[src/split_timer_pkg.sv]
`default_nettype none
package split_timer_pkg;

  // ==========================================
  // Bus shape
  localparam int DATA_W = 32;
  localparam int ADDR_W = 8;
  localparam int IDX_W  = 6;
  localparam int CHANNELS = 3;

  // ==========================================
  // Register indices, byte address is index times four
  localparam logic [IDX_W-1:0] IDX_CTRL_A      = 6'h00;
  localparam logic [IDX_W-1:0] IDX_OUT_ENABLE  = 6'h01;
  localparam logic [IDX_W-1:0] IDX_OUT_VALUE   = 6'h02;
  localparam logic [IDX_W-1:0] IDX_SPLIT_CFG   = 6'h03;
  localparam logic [IDX_W-1:0] IDX_CMD_CLEAR   = 6'h04;
  localparam logic [IDX_W-1:0] IDX_CMD_SET     = 6'h05;
  localparam logic [IDX_W-1:0] IDX_IRQ_ENABLE  = 6'h0A;
  localparam logic [IDX_W-1:0] IDX_IRQ_FLAGS   = 6'h0B;
  localparam logic [IDX_W-1:0] IDX_DEBUG_CTRL  = 6'h0E;
  localparam logic [IDX_W-1:0] IDX_LOW_COUNT   = 6'h20;
  localparam logic [IDX_W-1:0] IDX_HIGH_COUNT  = 6'h21;
  localparam logic [IDX_W-1:0] IDX_LOW_PERIOD  = 6'h26;
  localparam logic [IDX_W-1:0] IDX_HIGH_PERIOD = 6'h27;
  localparam logic [IDX_W-1:0] IDX_CMP_FIRST   = 6'h28;
  localparam logic [IDX_W-1:0] IDX_CMP_LAST    = 6'h2D;

  // ==========================================
  // Field positions and masks
  localparam int ENABLE_BIT    = 0;
  localparam int PRESC_LSB     = 1;
  localparam int SPLIT_BIT     = 0;
  localparam int RUN_HALT_BIT  = 0;
  localparam int CMD_LSB       = 2;
  localparam int TARGET_LSB    = 0;
  localparam int LOW_UNF_BIT   = 0;
  localparam int HIGH_UNF_BIT  = 1;
  localparam int LOW_CMP_LSB   = 4;
  localparam int HIGH_OUT_LSB  = 4;
  localparam logic [7:0] CTRL_A_MASK = 8'h0F;
  localparam logic [7:0] OUT_MASK    = 8'h77;
  localparam logic [7:0] FLAG_MASK   = 8'h73;
  localparam logic [7:0] BIT0_MASK   = 8'h01;

  // ==========================================
  // Reset values
  localparam logic [7:0] REG_RESET    = 8'h00;
  localparam logic [7:0] PERIOD_RESET = 8'hFF;

  // ==========================================
  // Commands and targets
  typedef enum logic [1:0] {
    CMD_NONE       = 2'b00,
    CMD_RESERVED   = 2'b01,
    CMD_RESTART    = 2'b10,
    CMD_HARD_RESET = 2'b11
  } command_e;
  localparam logic [1:0] TARGET_NONE = 2'h0;
  localparam logic [1:0] TARGET_BOTH = 2'h3;

  // ==========================================
  // Prescaler: tick when the masked count bits are all ones
  localparam int PRESC_W = 10;
  localparam logic [PRESC_W-1:0] PRESCALE_MASK [8] = '{
    10'h000, 10'h001, 10'h003, 10'h007,
    10'h00F, 10'h03F, 10'h0FF, 10'h3FF
  };

endpackage : split_timer_pkg
`default_nettype wire
[src/counter_if.sv]
`timescale 1ns/100ps
`default_nettype none
interface counter_if;
  logic       tick;
  logic       clear;
  logic       wrEn;
  logic [7:0] wrData;
  logic [7:0] period;
  logic [7:0] count;
  logic       underflow;

  modport control (output tick, clear, wrEn, wrData, period, input count, underflow);
  modport counter (input tick, clear, wrEn, wrData, period, output count, underflow);
endinterface : counter_if
`default_nettype wire

[src/byte_down_counter.sv]
`timescale 1ns/100ps
`default_nettype none
module byte_down_counter (
  // Clock and reset
  input wire logic  mclk,
  input wire logic  rst,
  // Control side
  counter_if.counter port
);

  typedef struct packed {
    logic [7:0] count;
    logic       underflow;
  } state_s;

  state_s s_q;
  state_s s_d;

  // ==========================================
  // Count
  always_comb begin
    s_d           = s_q;
    s_d.underflow = 1'b0;
    if (port.wrEn) begin
      s_d.count = port.wrData;
    end else if (port.clear) begin
      s_d.count = 8'h00;
    end else if (port.tick) begin
      if (s_q.count == 8'h00) begin
        s_d.count     = port.period;
        s_d.underflow = 1'b1;
      end else begin
        s_d.count = s_q.count - 8'h01;
      end
    end
  end

  always_ff @(posedge mclk) begin
    if (rst) begin
      s_q <= '0;
    end else begin
      s_q <= s_d;
    end
  end

  assign port.count     = s_q.count;
  assign port.underflow = s_q.underflow;

endmodule : byte_down_counter
`default_nettype wire

[src/split_timer_ctrl.sv]
// Notes on behaviour
// - Split bit set runs the timer as independent low and high 8-bit timers.
// - Split mode changes register decoding away from the 16-bit map.
// - Low output enable bits 0..2 route waveform to outputs 0..2.
// - High output enable bits 4..6 route waveform to outputs 3..5.
// - Timer disabled: low force value bits 0..2 drive compare outputs 0..2.
// - Timer disabled: high force value bits 4..6 drive compare outputs 3..5.
// - Clear alias write clears control bits written as one.
// - Set alias write sets control bits written as one.
// - Command field bits 3:2 is a strobe and reads zero.
// - Command 2 restarts counters, 3 hard resets unless timer enabled.
// - Target field 3 applies command to both timers, others to none.
// - Enable bits 4..6 let low compare flags raise the interrupt.
// - Enable bits 1 and 0 let high and low underflow flags interrupt.
// - Low compare flag sets when low counter equals its compare value.
// - Compare flags stay set until software writes one there.
// - High underflow flag sets at high bottom, cleared by writing one.
// - Low underflow flag sets at low bottom, cleared by writing one.
// - Debug halt stops counting unless run-while-halted bit is one.
// - Prescale select picks divide by 1,2,4,8,16,64,256,1024.
// - Even compare registers are compared against the low counter, odd ones against the high counter, on each tick.
// - Bus write to a counter beats count, clear or reload that cycle.
//
// The Avalon-MM interface to the registers was chosen for this implementation.
`timescale 1ns/100ps
`default_nettype none
module split_timer_ctrl (
  // Clock and reset
  input  wire logic                              mclk,
  input  wire logic                              rst,
  // Avalon-MM slave
  input  wire logic [split_timer_pkg::ADDR_W-1:0] address,
  input  wire logic                              read,
  input  wire logic                              write,
  input  wire logic [split_timer_pkg::DATA_W-1:0] writedata,
  input  wire logic [3:0]                        byteenable,
  output logic      [split_timer_pkg::DATA_W-1:0] readdata,
  output logic                                   waitrequest,
  // Debug and port
  input  wire logic                              cpuHalted,
  input  wire logic [5:0]                        portOutValue,
  // Outputs
  output logic      [5:0]                        waveformOutput,
  output logic                                   irqRequest
);
  import split_timer_pkg::*;

  // ==========================================
  // State
  typedef struct packed {
    logic              waitReq;
    logic [DATA_W-1:0] rdata;
    logic [7:0]        ctrlA;
    logic [7:0]        outEnable;
    logic [7:0]        outValue;
    logic [7:0]        splitCfg;
    logic [1:0]        target;
    logic [7:0]        irqEnable;
    logic [7:0]        flags;
    logic [7:0]        debugCtrl;
    logic [7:0]        lowPeriod;
    logic [7:0]        highPeriod;
    logic [5:0][7:0]   cmp;
    logic [PRESC_W-1:0] presc;
    logic [5:0]        cmpOut;
    logic [5:0]        wave;
    logic              irq;
  } state_s;

  localparam state_s RESET_STATE = '{
    waitReq:    1'b1,
    lowPeriod:  PERIOD_RESET,
    highPeriod: PERIOD_RESET,
    default:    '0
  };

  state_s s_q;
  state_s s_d;

  counter_if lowIf ();
  counter_if highIf ();

  // ==========================================
  // Counters
  byte_down_counter lowCounter (
    .mclk (mclk),
    .rst  (rst),
    .port (lowIf.counter)
  );

  byte_down_counter highCounter (
    .mclk (mclk),
    .rst  (rst),
    .port (highIf.counter)
  );

  // ==========================================
  // Decode and next state
  logic [IDX_W-1:0]   idx;
  logic [7:0]         wByte;
  logic               doWrite;
  logic               doRead;
  logic               splitOn;
  logic               timerOn;
  logic               running;
  logic               prescTick;
  logic               tick;
  logic [1:0]         newTarget;
  logic [1:0]         cmdCode;
  logic               cmdWrite;
  logic               restart;
  logic               hardReset;
  logic [2:0]         lowMatch;
  logic [2:0]         highMatch;
  logic [7:0]         flagSet;
  logic [7:0]         flagClr;
  logic [7:0]         rByte;
  logic [2:0]         cmpIdx;
  logic               lowWr;
  logic               highWr;
  int                 bitPos;

  always_comb begin
    s_d       = s_q;
    idx       = address[ADDR_W-1:2];
    wByte     = writedata[7:0];
    doWrite   = write && !s_q.waitReq && byteenable[0];
    doRead    = read && s_q.waitReq;
    splitOn   = s_q.splitCfg[SPLIT_BIT];
    timerOn   = s_q.ctrlA[ENABLE_BIT];
    running   = timerOn && splitOn && (!cpuHalted || s_q.debugCtrl[RUN_HALT_BIT]);
    prescTick = (s_q.presc & PRESCALE_MASK[s_q.ctrlA[PRESC_LSB+:3]])
                == PRESCALE_MASK[s_q.ctrlA[PRESC_LSB+:3]];
    tick      = running && prescTick;
    newTarget = s_q.target;
    cmdCode   = wByte[CMD_LSB+:2];
    cmdWrite  = 1'b0;
    restart   = 1'b0;
    hardReset = 1'b0;
    lowWr     = 1'b0;
    highWr    = 1'b0;
    flagClr   = 8'h00;
    cmpIdx    = 3'd0;
    rByte     = 8'h00;
    bitPos    = 0;

    // Bus handshake: one wait state, then a single ready cycle
    s_d.waitReq = !((read || write) && s_q.waitReq);

    // Register writes
    if (doWrite) begin
      if (idx == IDX_CTRL_A) begin
        s_d.ctrlA = wByte & CTRL_A_MASK;
      end else if (idx == IDX_SPLIT_CFG) begin
        s_d.splitCfg = wByte & BIT0_MASK;
      end else if (idx == IDX_DEBUG_CTRL) begin
        s_d.debugCtrl = wByte & BIT0_MASK;
      end else if (!splitOn) begin
        // Normal-mode map is not decoded here
        s_d.splitCfg = s_q.splitCfg;
      end else if (idx == IDX_OUT_ENABLE) begin
        s_d.outEnable = wByte & OUT_MASK;
      end else if (idx == IDX_OUT_VALUE) begin
        s_d.outValue = wByte & OUT_MASK;
      end else if (idx == IDX_CMD_CLEAR) begin
        newTarget = s_q.target & ~wByte[TARGET_LSB+:2];
        cmdWrite  = 1'b1;
      end else if (idx == IDX_CMD_SET) begin
        newTarget = s_q.target | wByte[TARGET_LSB+:2];
        cmdWrite  = 1'b1;
      end else if (idx == IDX_IRQ_ENABLE) begin
        s_d.irqEnable = wByte & FLAG_MASK;
      end else if (idx == IDX_IRQ_FLAGS) begin
        flagClr = wByte & FLAG_MASK;
      end else if (idx == IDX_LOW_COUNT) begin
        lowWr = 1'b1;
      end else if (idx == IDX_HIGH_COUNT) begin
        highWr = 1'b1;
      end else if (idx == IDX_LOW_PERIOD) begin
        s_d.lowPeriod = wByte;
      end else if (idx == IDX_HIGH_PERIOD) begin
        s_d.highPeriod = wByte;
      end else if (idx >= IDX_CMP_FIRST && idx <= IDX_CMP_LAST) begin
        cmpIdx = 3'(idx - IDX_CMP_FIRST);
        s_d.cmp[cmpIdx] = wByte;
      end
    end

    // Commands: strobe only, never stored
    s_d.target = newTarget;
    if (cmdWrite && newTarget == TARGET_BOTH) begin
      if (cmdCode == CMD_RESTART) begin
        restart = 1'b1;
      end else if (cmdCode == CMD_HARD_RESET && !timerOn) begin
        hardReset = 1'b1;
      end
    end

    // Prescaler
    if (!running || restart || hardReset) begin
      s_d.presc = '0;
    end else begin
      s_d.presc = s_q.presc + 10'h001;
    end

    // Compare matches
    for (int c = 0; c < CHANNELS; c++) begin
      lowMatch[c]  = tick && (lowIf.count == s_q.cmp[2*c]);
      highMatch[c] = tick && (highIf.count == s_q.cmp[2*c+1]);
    end

    // Flags: a new event wins over a clear in the same cycle
    flagSet = 8'h00;
    flagSet[LOW_UNF_BIT]  = lowIf.underflow;
    flagSet[HIGH_UNF_BIT] = highIf.underflow;
    for (int c = 0; c < CHANNELS; c++) begin
      flagSet[LOW_CMP_LSB+c] = lowMatch[c];
    end
    s_d.flags = ((s_q.flags & ~flagClr) | flagSet) & FLAG_MASK;

    // Compare outputs and pin mux
    for (int k = 0; k < 6; k++) begin
      bitPos = (k < CHANNELS) ? k : k + 1;
      if (!timerOn) begin
        s_d.cmpOut[k] = s_q.outValue[bitPos];
      end else if (restart) begin
        s_d.cmpOut[k] = 1'b0;
      end else if (k < CHANNELS && lowMatch[k]) begin
        s_d.cmpOut[k] = 1'b1;
      end else if (k >= CHANNELS && highMatch[k-CHANNELS]) begin
        s_d.cmpOut[k] = 1'b1;
      end else if (k < CHANNELS && lowIf.underflow) begin
        s_d.cmpOut[k] = 1'b0;
      end else if (k >= CHANNELS && highIf.underflow) begin
        s_d.cmpOut[k] = 1'b0;
      end
      if (splitOn && s_q.outEnable[bitPos]) begin
        s_d.wave[k] = s_q.cmpOut[k];
      end else begin
        s_d.wave[k] = portOutValue[k];
      end
    end

    // Hard reset returns the split-mode state to defaults
    if (hardReset) begin
      s_d.outEnable  = REG_RESET;
      s_d.outValue   = REG_RESET;
      s_d.target     = TARGET_NONE;
      s_d.irqEnable  = REG_RESET;
      s_d.flags      = REG_RESET;
      s_d.lowPeriod  = PERIOD_RESET;
      s_d.highPeriod = PERIOD_RESET;
      s_d.cmp        = '0;
      s_d.cmpOut     = '0;
    end

    s_d.irq = |(s_q.flags & s_q.irqEnable);

    // Read data, captured with the wait state
    if (idx == IDX_CTRL_A) begin
      rByte = s_q.ctrlA;
    end else if (idx == IDX_SPLIT_CFG) begin
      rByte = s_q.splitCfg;
    end else if (idx == IDX_DEBUG_CTRL) begin
      rByte = s_q.debugCtrl;
    end else if (!splitOn) begin
      rByte = 8'h00;
    end else if (idx == IDX_OUT_ENABLE) begin
      rByte = s_q.outEnable;
    end else if (idx == IDX_OUT_VALUE) begin
      rByte = s_q.outValue;
    end else if (idx == IDX_CMD_CLEAR || idx == IDX_CMD_SET) begin
      rByte = {6'h00, s_q.target};
    end else if (idx == IDX_IRQ_ENABLE) begin
      rByte = s_q.irqEnable;
    end else if (idx == IDX_IRQ_FLAGS) begin
      rByte = s_q.flags;
    end else if (idx == IDX_LOW_COUNT) begin
      rByte = lowIf.count;
    end else if (idx == IDX_HIGH_COUNT) begin
      rByte = highIf.count;
    end else if (idx == IDX_LOW_PERIOD) begin
      rByte = s_q.lowPeriod;
    end else if (idx == IDX_HIGH_PERIOD) begin
      rByte = s_q.highPeriod;
    end else if (idx >= IDX_CMP_FIRST && idx <= IDX_CMP_LAST) begin
      rByte = s_q.cmp[3'(idx - IDX_CMP_FIRST)];
    end
    if (doRead) begin
      s_d.rdata = {24'h000000, rByte};
    end
  end

  // ==========================================
  // Counter controls
  // Count reads lag a write by one cycle, the counter owns its value
  assign lowIf.tick    = tick;
  assign lowIf.clear   = restart || hardReset;
  assign lowIf.wrEn    = lowWr;
  assign lowIf.wrData  = wByte;
  assign lowIf.period  = s_q.lowPeriod;
  assign highIf.tick   = tick;
  assign highIf.clear  = restart || hardReset;
  assign highIf.wrEn   = highWr;
  assign highIf.wrData = wByte;
  assign highIf.period = s_q.highPeriod;

  always_ff @(posedge mclk) begin
    if (rst) begin
      s_q <= RESET_STATE;
    end else begin
      s_q <= s_d;
    end
  end

  // ==========================================
  // Outputs
  assign readdata       = s_q.rdata;
  assign waitrequest    = s_q.waitReq;
  assign waveformOutput = s_q.wave;
  assign irqRequest     = s_q.irq;

endmodule : split_timer_ctrl
`default_nettype wire

[config.mk]
export PLATFORM = sky130hd
export DESIGN_NAME = split_timer_ctrl
export DESIGN_NICKNAME = d
export VERILOG_FILES = /design/src/split_timer_pkg.sv /design/src/counter_if.sv /design/src/byte_down_counter.sv /design/src/split_timer_ctrl.sv
export SDC_FILE = /design/constraint.sdc
export NUM_CORES = 1
export LEC_CHECK = 0
export BUFFER_PORTS_ARGS = -buffer_cell sky130_fd_sc_hd__buf_2
export CAP_MARGIN = 30
export CORE_MARGIN = 3
export CORE_UTILIZATION = 39
export CTS_BUF_LIST = sky130_fd_sc_hd__clkbuf_16
export DETAILED_ROUTE_END_ITERATION = 16
export PLACE_DENSITY = 0.66
export SYNTH_ARGS = -nofsm -noshare
export SYNTH_HDL_FRONTEND = slang
export SYNTH_SLANG_ARGS = --single-unit
[constraint.sdc]
create_clock -name mclk -period 5.1 [get_ports mclk]
set_input_delay 0.765 -clock mclk [delete_from_list [all_inputs] [get_ports mclk]]
set_output_delay 0.765 -clock mclk [all_outputs]
set_load 0.005 [all_outputs]
==> results list, run 1 <==
- The run finished with clean final reports.
- Setup fix buffers added after clock tree synthesis: 0
- Power spread over the standard cell area amounts to 282.1 nW/um^2.
* Clk pin slew, worst setup/hold paths: 0.06 ns
* Routability congestion estimate from global placement: 1.013
- The number of hold violations in the final report is 0.
- Dividing the detail-routed via count by the number of cells gives 5.818.
* Final max-slew violation count: 0
- In this run the critical register-to-register path is captured at s_q[44].
- Setup repair after global routing left no endpoint under its margin.
* Pre-CTS WS: 1.499 ns
- Synth top cells by count: sky130_fd_sc_hd__nor2_1, sky130_fd_sc_hd__dfxtp_1, sky130_fd_sc_hd__mux2i_1, sky130_fd_sc_hd__nand2_1, sky130_fd_sc_hd__clkbuf_1
- WP data arrival: 3.59 ns
* Critical Path RT: 5.46 ns
- In the post-synthesis netlist, the biggest area contributors are sky130_fd_sc_hd__dfxtp_1, sky130_fd_sc_hd__mux2i_1, sky130_fd_sc_hd__nor2_1.
- In this run the static leakage power is 3.511 nW.
- Slew margin rel.: 0.3277
* Aggregate negative setup slack: 0 ns
- Counting instances, the worst hold path has a depth of 2.
* Total global-route track usage: 0.2234
- RR Startpoint: s_q[113]
- Share of flip-flops with an asynchronous set or reset after synthesis: 0
- The total overflow left after global routing is 0.
* Total number of placement rows: 52
- The number of cells on the worst reg-to-reg path is 6.
- Total via count in the routed design: 7244
- Tightest Pin Transition: 0.9944 ns
* Via count of the first global-routing pass: 6754
- Synthesis produced a netlist whose cell count is 986.
- Sort of element at the end of the critical path: flip-flop
- Die width: 151.2 um
- The worst setup path is of the input pin to flip-flop kind.
- Switching power: 0.0005861 W
- In this run the most critical hold path is launched from s_q[8].
- Synthesis inferred 144 register bits.
* IO buf count: 41
- Derived from the worst setup path, the maximum achievable clock frequency is 0.3098 GHz.
- Die Outline Area: 22850 um^2
* IO Count: 95
* Initial core utilization: 0.4010
* Library cell used as clock root buffer: sky130_fd_sc_hd__clkbuf_16
- In the final layout, the share of cells above drive strength 1 is 0.1046.
* Number of antenna violations at the first check in global routing: 0
- Wirelength per Cell: 20.33 um
* ANT nets after route: 0
* Hold buffer count at cts: 0
* Drc violations: 0
- Clock tree from TritonCTS: built
- Clock skew after layout: 0.007299 ns
- Top FF cell, synth: sky130_fd_sc_hd__dfxtp_1
- During synthesis, Yosys emitted a total of 0 warnings.
- STA classifies the critical path startpoint as an input pin.
- Among all cell types in the netlist, the one instantiated most often is sky130_fd_sc_hd__nor2_1.
- Number of DRC markers after the initial detailed-route iteration: 862
- FILL cells: 2061
- For this run, the register share of the synthesized area comes to 0.3508.
- Final Critical Period: 3.228 ns
* Register-to-register setup slack: 2.17 ns
- Top-area cell type share of the netlist area: 0.3508
- Number of search-and-repair iterations in the first detailed-routing pass: 5
- The share of total power dissipated in the clock network is 0.494.
- First-pass GRT wire length: 39030 um
* Terminating pin of the worst hold path: waveformOutput[1]
- Measured along the y axis, the die boundary spans 151.2 um.
* Post-route setup slack: 1.872 ns
* Classification of the worst-slack hold path: flip-flop to flip-flop
- Post-route clock period utilization: 0.6330
* Sequential group share of total power: 0.451
* Setup violations, final: 0
- Power share of the combinational group: 0.055
- Average size of a mapped cell: 8.335 um^2
- The number of antenna diodes in the final layout is 0.
* Num CTS Buffers: 17
- Pin count of the biggest net entering global routing: 73
- Detailed placement ended at an HPWL of 17810 um.
- Number of H-tree levels: 4
- Of the total power, the share spent switching nets is 0.2339.
- Across the VDD grid, the largest voltage drop is 130.3 uV.
* Total internal power: 0.001920 W
- Cell variety after synth: 76
* Maxcap violations: 0
- EDFF count, synth: 0
- Synth-to-Final Area Change: 8.100%
* Post-synthesis cell type with the largest combined area: sky130_fd_sc_hd__dfxtp_1
* Worst-skew pair later-pin latency: 0.43 ns
- Post-Synthesis Cell Area: 8218 um^2
* Post-route worst hold slack: 0.4712 ns
- Maximum fanout along the worst path: 28
- Once the clock tree was built, the resizer swapped 0 gates to a different size.
- Final routed wirelength across all metal layers: 25310 um
* Core footprint: 20490 um^2
* Clock Sink Count: 144
* Maximum clock insertion buffer count: 2
* Nets: 1022
[worst max path at each step]
stage          startpoint                   endpoint  slack [ns]
2_1_floorplan  address[6]  highCounter.port.count[6]        2.50
3_3_place_gp   address[2]                    s_q[12]        1.51
3_5_place_dp   address[2]                    s_q[11]        1.50
4_1_cts        address[2]                    s_q[11]        1.94
5_1_grt        address[2]  highCounter.port.count[0]        1.72
6_report       address[3]                    s_q[11]        1.87
[layout by cell type, fill, tap and decap left out, types with 5 or more instances in the layout]
cell type                     n
sky130_fd_sc_hd__a211oi_1     6
sky130_fd_sc_hd__a21boi_0     5
sky130_fd_sc_hd__a21oi_1     36
sky130_fd_sc_hd__a221oi_1     6
sky130_fd_sc_hd__a22oi_1     18
sky130_fd_sc_hd__a32o_1       5
sky130_fd_sc_hd__and3_1       5
sky130_fd_sc_hd__buf_2       41
sky130_fd_sc_hd__buf_4        5
sky130_fd_sc_hd__clkbuf_16   17
sky130_fd_sc_hd__conb_1      24
sky130_fd_sc_hd__dfxtp_1    144
sky130_fd_sc_hd__inv_1       20
sky130_fd_sc_hd__mux2i_1     85
sky130_fd_sc_hd__mux4_2       8
sky130_fd_sc_hd__nand2_1     81
sky130_fd_sc_hd__nand2b_1    10
sky130_fd_sc_hd__nand3_1     34
sky130_fd_sc_hd__nand4_1     11
sky130_fd_sc_hd__nor2_1     149
sky130_fd_sc_hd__nor2b_1      5
sky130_fd_sc_hd__nor3_1      22
sky130_fd_sc_hd__nor4_1      11
sky130_fd_sc_hd__o211ai_1    11
sky130_fd_sc_hd__o21ai_0     42
sky130_fd_sc_hd__o22ai_1      8
sky130_fd_sc_hd__o31ai_1      5
sky130_fd_sc_hd__or3_1        5
sky130_fd_sc_hd__xnor2_1     22
sky130_fd_sc_hd__xor2_1      40
[worst max-delay path, stage by stage]
cell                       delay (ns)
sky130_fd_sc_hd__buf_2           0.48
sky130_fd_sc_hd__nand2b_1        0.30
sky130_fd_sc_hd__o311ai_4        0.75
sky130_fd_sc_hd__and4b_4         0.33
sky130_fd_sc_hd__a31oi_4         0.59
sky130_fd_sc_hd__o41ai_1         0.19
sky130_fd_sc_hd__a21oi_1         0.15
[kinds of logic after synthesis]
logic type / synth area share
buffers and inverters: 0.08054
multiplexers: 0.1268
AO/OA/AOI/OAI: 0.1611
flip-flops: 0.3508
XOR/XNOR: 0.06608
adder cells (fa/ha/maj): 0.006090
AND/OR/NAND/NOR: 0.2081
other: 0.0004563
[stage by stage]
step           total power, W  utilization  instance area, um^2  instances
2_1_floorplan        0.001260            -                 8304       1009
3_3_place_gp         0.001288       0.4046                 8292       1212
3_5_place_dp         0.001289       0.4046                 8292       1212
4_1_cts              0.002516       0.4327                 8869       1243
5_1_grt              0.002573       0.4335                 8884       1245
6_report             0.002506       0.4335                 8884       1245
[layer usage]
metal  global-route usage  part of all wire  up-vias
met4              0.08794             0.032        0
met5                    0                 0        -
met2               0.3382              0.44      304
met1               0.3009              0.44     3486
li1                     -                 -     3399
met3              0.06373             0.088       55
[sequential cells by signal, summed over array words and instances, names as in the netlist]
name                        flops
irqRequest                      1
waveformOutput                  6
s_q                            94
lowCounter.port.underflow       1
lowCounter.port.count           8
readdata                        8
highCounter.port.count          8
waitrequest                     1
highIf.period                   8
highCounter.port.underflow      1
lowIf.period                    8
[layout make-up]
cell class | count | area [um^2] | area share
well taps | 270 | 337.8 | 0.03803
clock inverters | 14 | 151.4 | 0.01704
repair buffers | 46 | 242.7 | 0.02732
inverters | 18 | 67.56 | 0.007606
flip-flops and latches | 144 | 2883 | 0.3245
clock buffers | 17 | 425.4 | 0.04789
multi-input cells | 736 | 4776 | 0.5376
[power by group through the flow]
stage	clock [W]	combinational, W	sequential, W
detailed placement	0	0.000133	0.00116
global placement	0	0.000133	0.00116
global route	0.00129	0.000147	0.00113
CTS	0.00125	0.000133	0.00113
finish	0.00124	0.000137	0.00113
floorplan	0	0.000105	0.00116
Note: power is estimated with default switching activity, not from simulation.
==> inputs of run 2 (changes only) <==
--- a/config.mk
+++ b/config.mk
@@ -5,13 +5,14 @@
 export SDC_FILE = /design/constraint.sdc
 export NUM_CORES = 1
 export LEC_CHECK = 0
+export ABC_AREA = 1
 export BUFFER_PORTS_ARGS = -buffer_cell sky130_fd_sc_hd__buf_2
 export CAP_MARGIN = 30
 export CORE_MARGIN = 3
 export CORE_UTILIZATION = 39
 export CTS_BUF_LIST = sky130_fd_sc_hd__clkbuf_16
 export DETAILED_ROUTE_END_ITERATION = 16
-export PLACE_DENSITY = 0.66
+export PLACE_DENSITY = 0.68
 export SYNTH_ARGS = -nofsm -noshare
 export SYNTH_HDL_FRONTEND = slang
 export SYNTH_SLANG_ARGS = --single-unit
==> constraint.sdc (replaced) <==
create_clock -name mclk -period 2.7 [get_ports mclk]
set_input_delay 0.405 -clock mclk [delete_from_list [all_inputs] [get_ports mclk]]
set_output_delay 0.405 -clock mclk [all_outputs]
set_load 0.005 [all_outputs]
==> results list, run 2 <==
* FILL cells: 2101
* Maximum clock insertion buffer count: 2
- ANT nets after route: 0
- The register with the most flip-flops in the layout has 94 of them.
* Synth-to-Final Area Change: 13.18%
- In this run the number of H-tree levels came out at 4.
- Ordered list of cells on the worst path: nor2_2, nand2_1, nor3_2, buf_4, nand3_1, o21ai_1, nor2_2, o21ai_1, buf_4, nand2_2, nor3_1
- The startpoint identified for the worst register-to-register timing path is waitrequest.
* Drc violations: 0
* Clock Sink Count: 144
- Headroom to the max-slew limit came out at 0.5489.
* Terminating pin of the worst hold path: waitrequest
* Num CTS Buffers: 17
* Total count of hold-check failures in the final report: 0
* Die width: 150.0 um
- Summing every instance area after synthesis gives 8082 um^2.
- The worst hold path begins at read.
- The number of antenna diodes in the final layout is 0.
- The number of global-route vias before repair was 7293.
- The die covers 22490 um^2.
- Multi-input logic area: 4395 um^2
* WP data arrival: 2.82 ns
- Number of DRC markers after the initial detailed-route iteration: 813
* Pin count of the biggest net entering global routing: 52
- Final std cell area, no fill: 9146 um^2
- In this run the core area contains 52 standard-cell rows.
* Cell types with the largest area share after synthesis: sky130_fd_sc_hd__dfxtp_1, sky130_fd_sc_hd__nand2_1, sky130_fd_sc_hd__a21oi_1
- Post-DP HPWL: 19550 um
- Core footprint: 20300 um^2
* Library cell used as clock root buffer: sky130_fd_sc_hd__clkbuf_16
* Share of flip-flops with an asynchronous set or reset after synthesis: 0
- In this run the worst hold path is classified as input pin to flip-flop.
- Startpoint kind of the worst setup timing path: flip-flop
- First-pass GRT wire length: 41120 um
- Most flops, register: s_q
- The initial antenna violation count is 0.
- Total via count in the routed design: 8166
- Among all stages on the critical path, the largest delay is contributed by sky130_fd_sc_hd__nor3_1.
- Avg Vias per Cell: 5.514
* Clock tree from TritonCTS: built
* Maxcap violations: 0
- For this configuration, the core starts out at a cell density of 0.3981.
* Most frequent cell after synthesis: sky130_fd_sc_hd__nand2_1
* Number of search-and-repair iterations in the first detailed-routing pass: 5
- Across the routed clock network, the largest skew measured is 0.01068 ns.
- The Yosys step of the flow raised 0 warnings.
- At the end of routability-driven placement, the weighted congestion stood at 0.9857.
* Remaining global-route overflow: 0
* Worst setup path class: flip-flop to flip-flop
- The worst register-to-register path has a setup slack of 0.17 ns.
- Static timing analysis puts the maximum clock frequency at 0.3951 GHz.
- Pre-CTS WS: -0.1054 ns
- Capture instance of the worst register-to-register path: highCounter.port.underflow
- Register area share after synthesis: 0.3567
* Maximum fanout along the worst path: 10
- In this run the static leakage power is 3.764 nW.
- The max-slew violation total from the final report was 0.
* Min-Delay Path Depth: 2
- Total chip power: 0.004648 W
- Measured along the y axis, the die boundary spans 150.0 um.
* Standard cell area after detailed placement: 8596 um^2
- Nets: 1257
- The number of different library cells used by synthesis comes to 53.
- Of all cell types, the one taking the most synthesized area is sky130_fd_sc_hd__dfxtp_1.
* Total global-route track usage: 0.2376
- Flip-flop and latch count after synthesis: 144
- Buffers inserted to repair hold after CTS numbered 0.
- Clock-pin slew was measured on the worst setup and hold paths at 0.06 ns.
- Post-route clock period utilization: 0.9374
- Wirelength per Cell: 18.13 um
- Setup repair after global routing left no endpoint under its margin.
* Top FF cell, synth: sky130_fd_sc_hd__dfxtp_1
* Final core utilization: 0.4506
- Final Critical Period: 2.531 ns
- VDD IR max: 439.9 uV
* Post-route setup slack: 0.1689 ns
- Power per cell area: 508.2 nW/um^2
* Crit path largest cell delay: 0.36 ns
- Top-area cell type share of the netlist area: 0.3567
* Number of cells on the worst reg-to-reg path: 11
- Worst-skew pair later-pin latency: 0.43 ns
* IO buf count: 41
* Final routed wirelength across all metal layers: 26850 um
- Tightest Pin Transition: 0.6760 ns
- Synth top cells by count: sky130_fd_sc_hd__nand2_1, sky130_fd_sc_hd__dfxtp_1, sky130_fd_sc_hd__a21oi_1, sky130_fd_sc_hd__nor2_1, sky130_fd_sc_hd__nand3_1
- Across all hold checks on the routed design, the worst slack comes to 0.1910 ns.
* Average size of a mapped cell: 6.925 um^2
- Sequential Area: 2883 um^2
* Outcome: complete, no violations
- The library cell used most frequently in the layout, excluding fill and tap cells, is sky130_fd_sc_hd__nand2_1.
- EDFF count, synth: 0
- Commonest cells after routing, fill and taps aside: sky130_fd_sc_hd__nand2_1, sky130_fd_sc_hd__dfxtp_1, sky130_fd_sc_hd__a21oi_1
* Setup violations, final: 0
- IO Count: 95
- After technology mapping, the gate count stands at 1167.
- Data on the critical path is required at its endpoint by 2.98 ns.
- Of the cells placed in the final design, the portion with a size suffix greater than 1 is 0.1354.
- Sort of element at the end of the critical path: flip-flop
run 2: changes by cell type after synthesis, sizes merged, moves of 15 or more:
| cell | before | now |
|---|---|---|
| nand2 | 81 | 236 |
| a21oi | 37 | 132 |
| mux2i | 85 | 0 |
| inv | 18 | 86 |
| nor2 | 151 | 96 |
| nand3 | 34 | 87 |
| o21ai | 42 | 78 |
| nand4 | 11 | 42 |
| a22oi | 18 | 0 |
| xor2 | 40 | 25 |
run 2: cell type report:
cell class | count | area share
Sequential cell | 144 | 0.3152
Clock buffer | 17 | 0.04651
Multi-Input combinational cell | 852 | 0.4806
Timing Repair Buffer | 95 | 0.07223
Tap cell | 270 | 0.03694
Clock inverter | 15 | 0.01218
Inverter | 88 | 0.03639
run 2: critical path: cells and delay by family, from the launching register on:
kind                   cells  cell delay [ns]
AO/OA/AOI/OAI              2             0.35
buffers and inverters      2             0.41
flip-flops                 1             0.34
AND/OR/NAND/NOR            7             1.29
run 2: logic make-up (layout without fill, tap and decap cells):
kind of cell               Yosys count  count (layout)  synth area share
other                                1              24         0.0004640
and+or+nand+nor                    500             500            0.2767
xor gates and xnor gates            53              53           0.05744
DFF                                144             144            0.3567
AOI/OAI and AO/OA                  271             271            0.1904
adders and majority gates            4               4          0.006193
buffers and inverters              194             215            0.1121
run 2: worst max-delay path by stage:
stage / startpoint / to / slack, ns / cells past startpoint
floorplan: address[2] / lowCounter.port.count[3] / 0.38 / 17
global placement: write / lowCounter.port.count[6] / 0.01 / 15
detailed placement: write / lowCounter.port.count[6] / -0.11 / 15
CTS: waitrequest / lowCounter.port.count[5] / 0.08 / 13
global route: s_q[13] / s_q[11] / 0.08 / 14
finish: waitrequest / highCounter.port.underflow / 0.17 / 11
run 2: where the power goes:
group	internal, W	switching, W	total (W)
Combinational	0.0000895	0.000222	0.000311
Clock	0.00118	0.00102	0.00220
Sequential	0.00213	0.00000368	0.00214
Total	0.00341	0.00124	0.00465
run 2: timing repair:
action,CTS,global route
resized for setup,0,4
setup endpoints to repair,0,16
buffers inserted,0,0
run 2: metrics by stage:
stage,TNS (ns),instances
final,0,1481
after global routing,0,1481
after CTS,0,1481
after detailed placement,-1.114,1449
after global placement,0,1449
after floorplan,0,1190
run 2: metal layers:
metal  vias up  global-route usage  share of wire
li1       3933                   -              -
met1      3760              0.3366           0.44
met2       416              0.3505           0.43
met3        57             0.05572          0.093
met4         0             0.08875          0.031
met5         -                   0              0
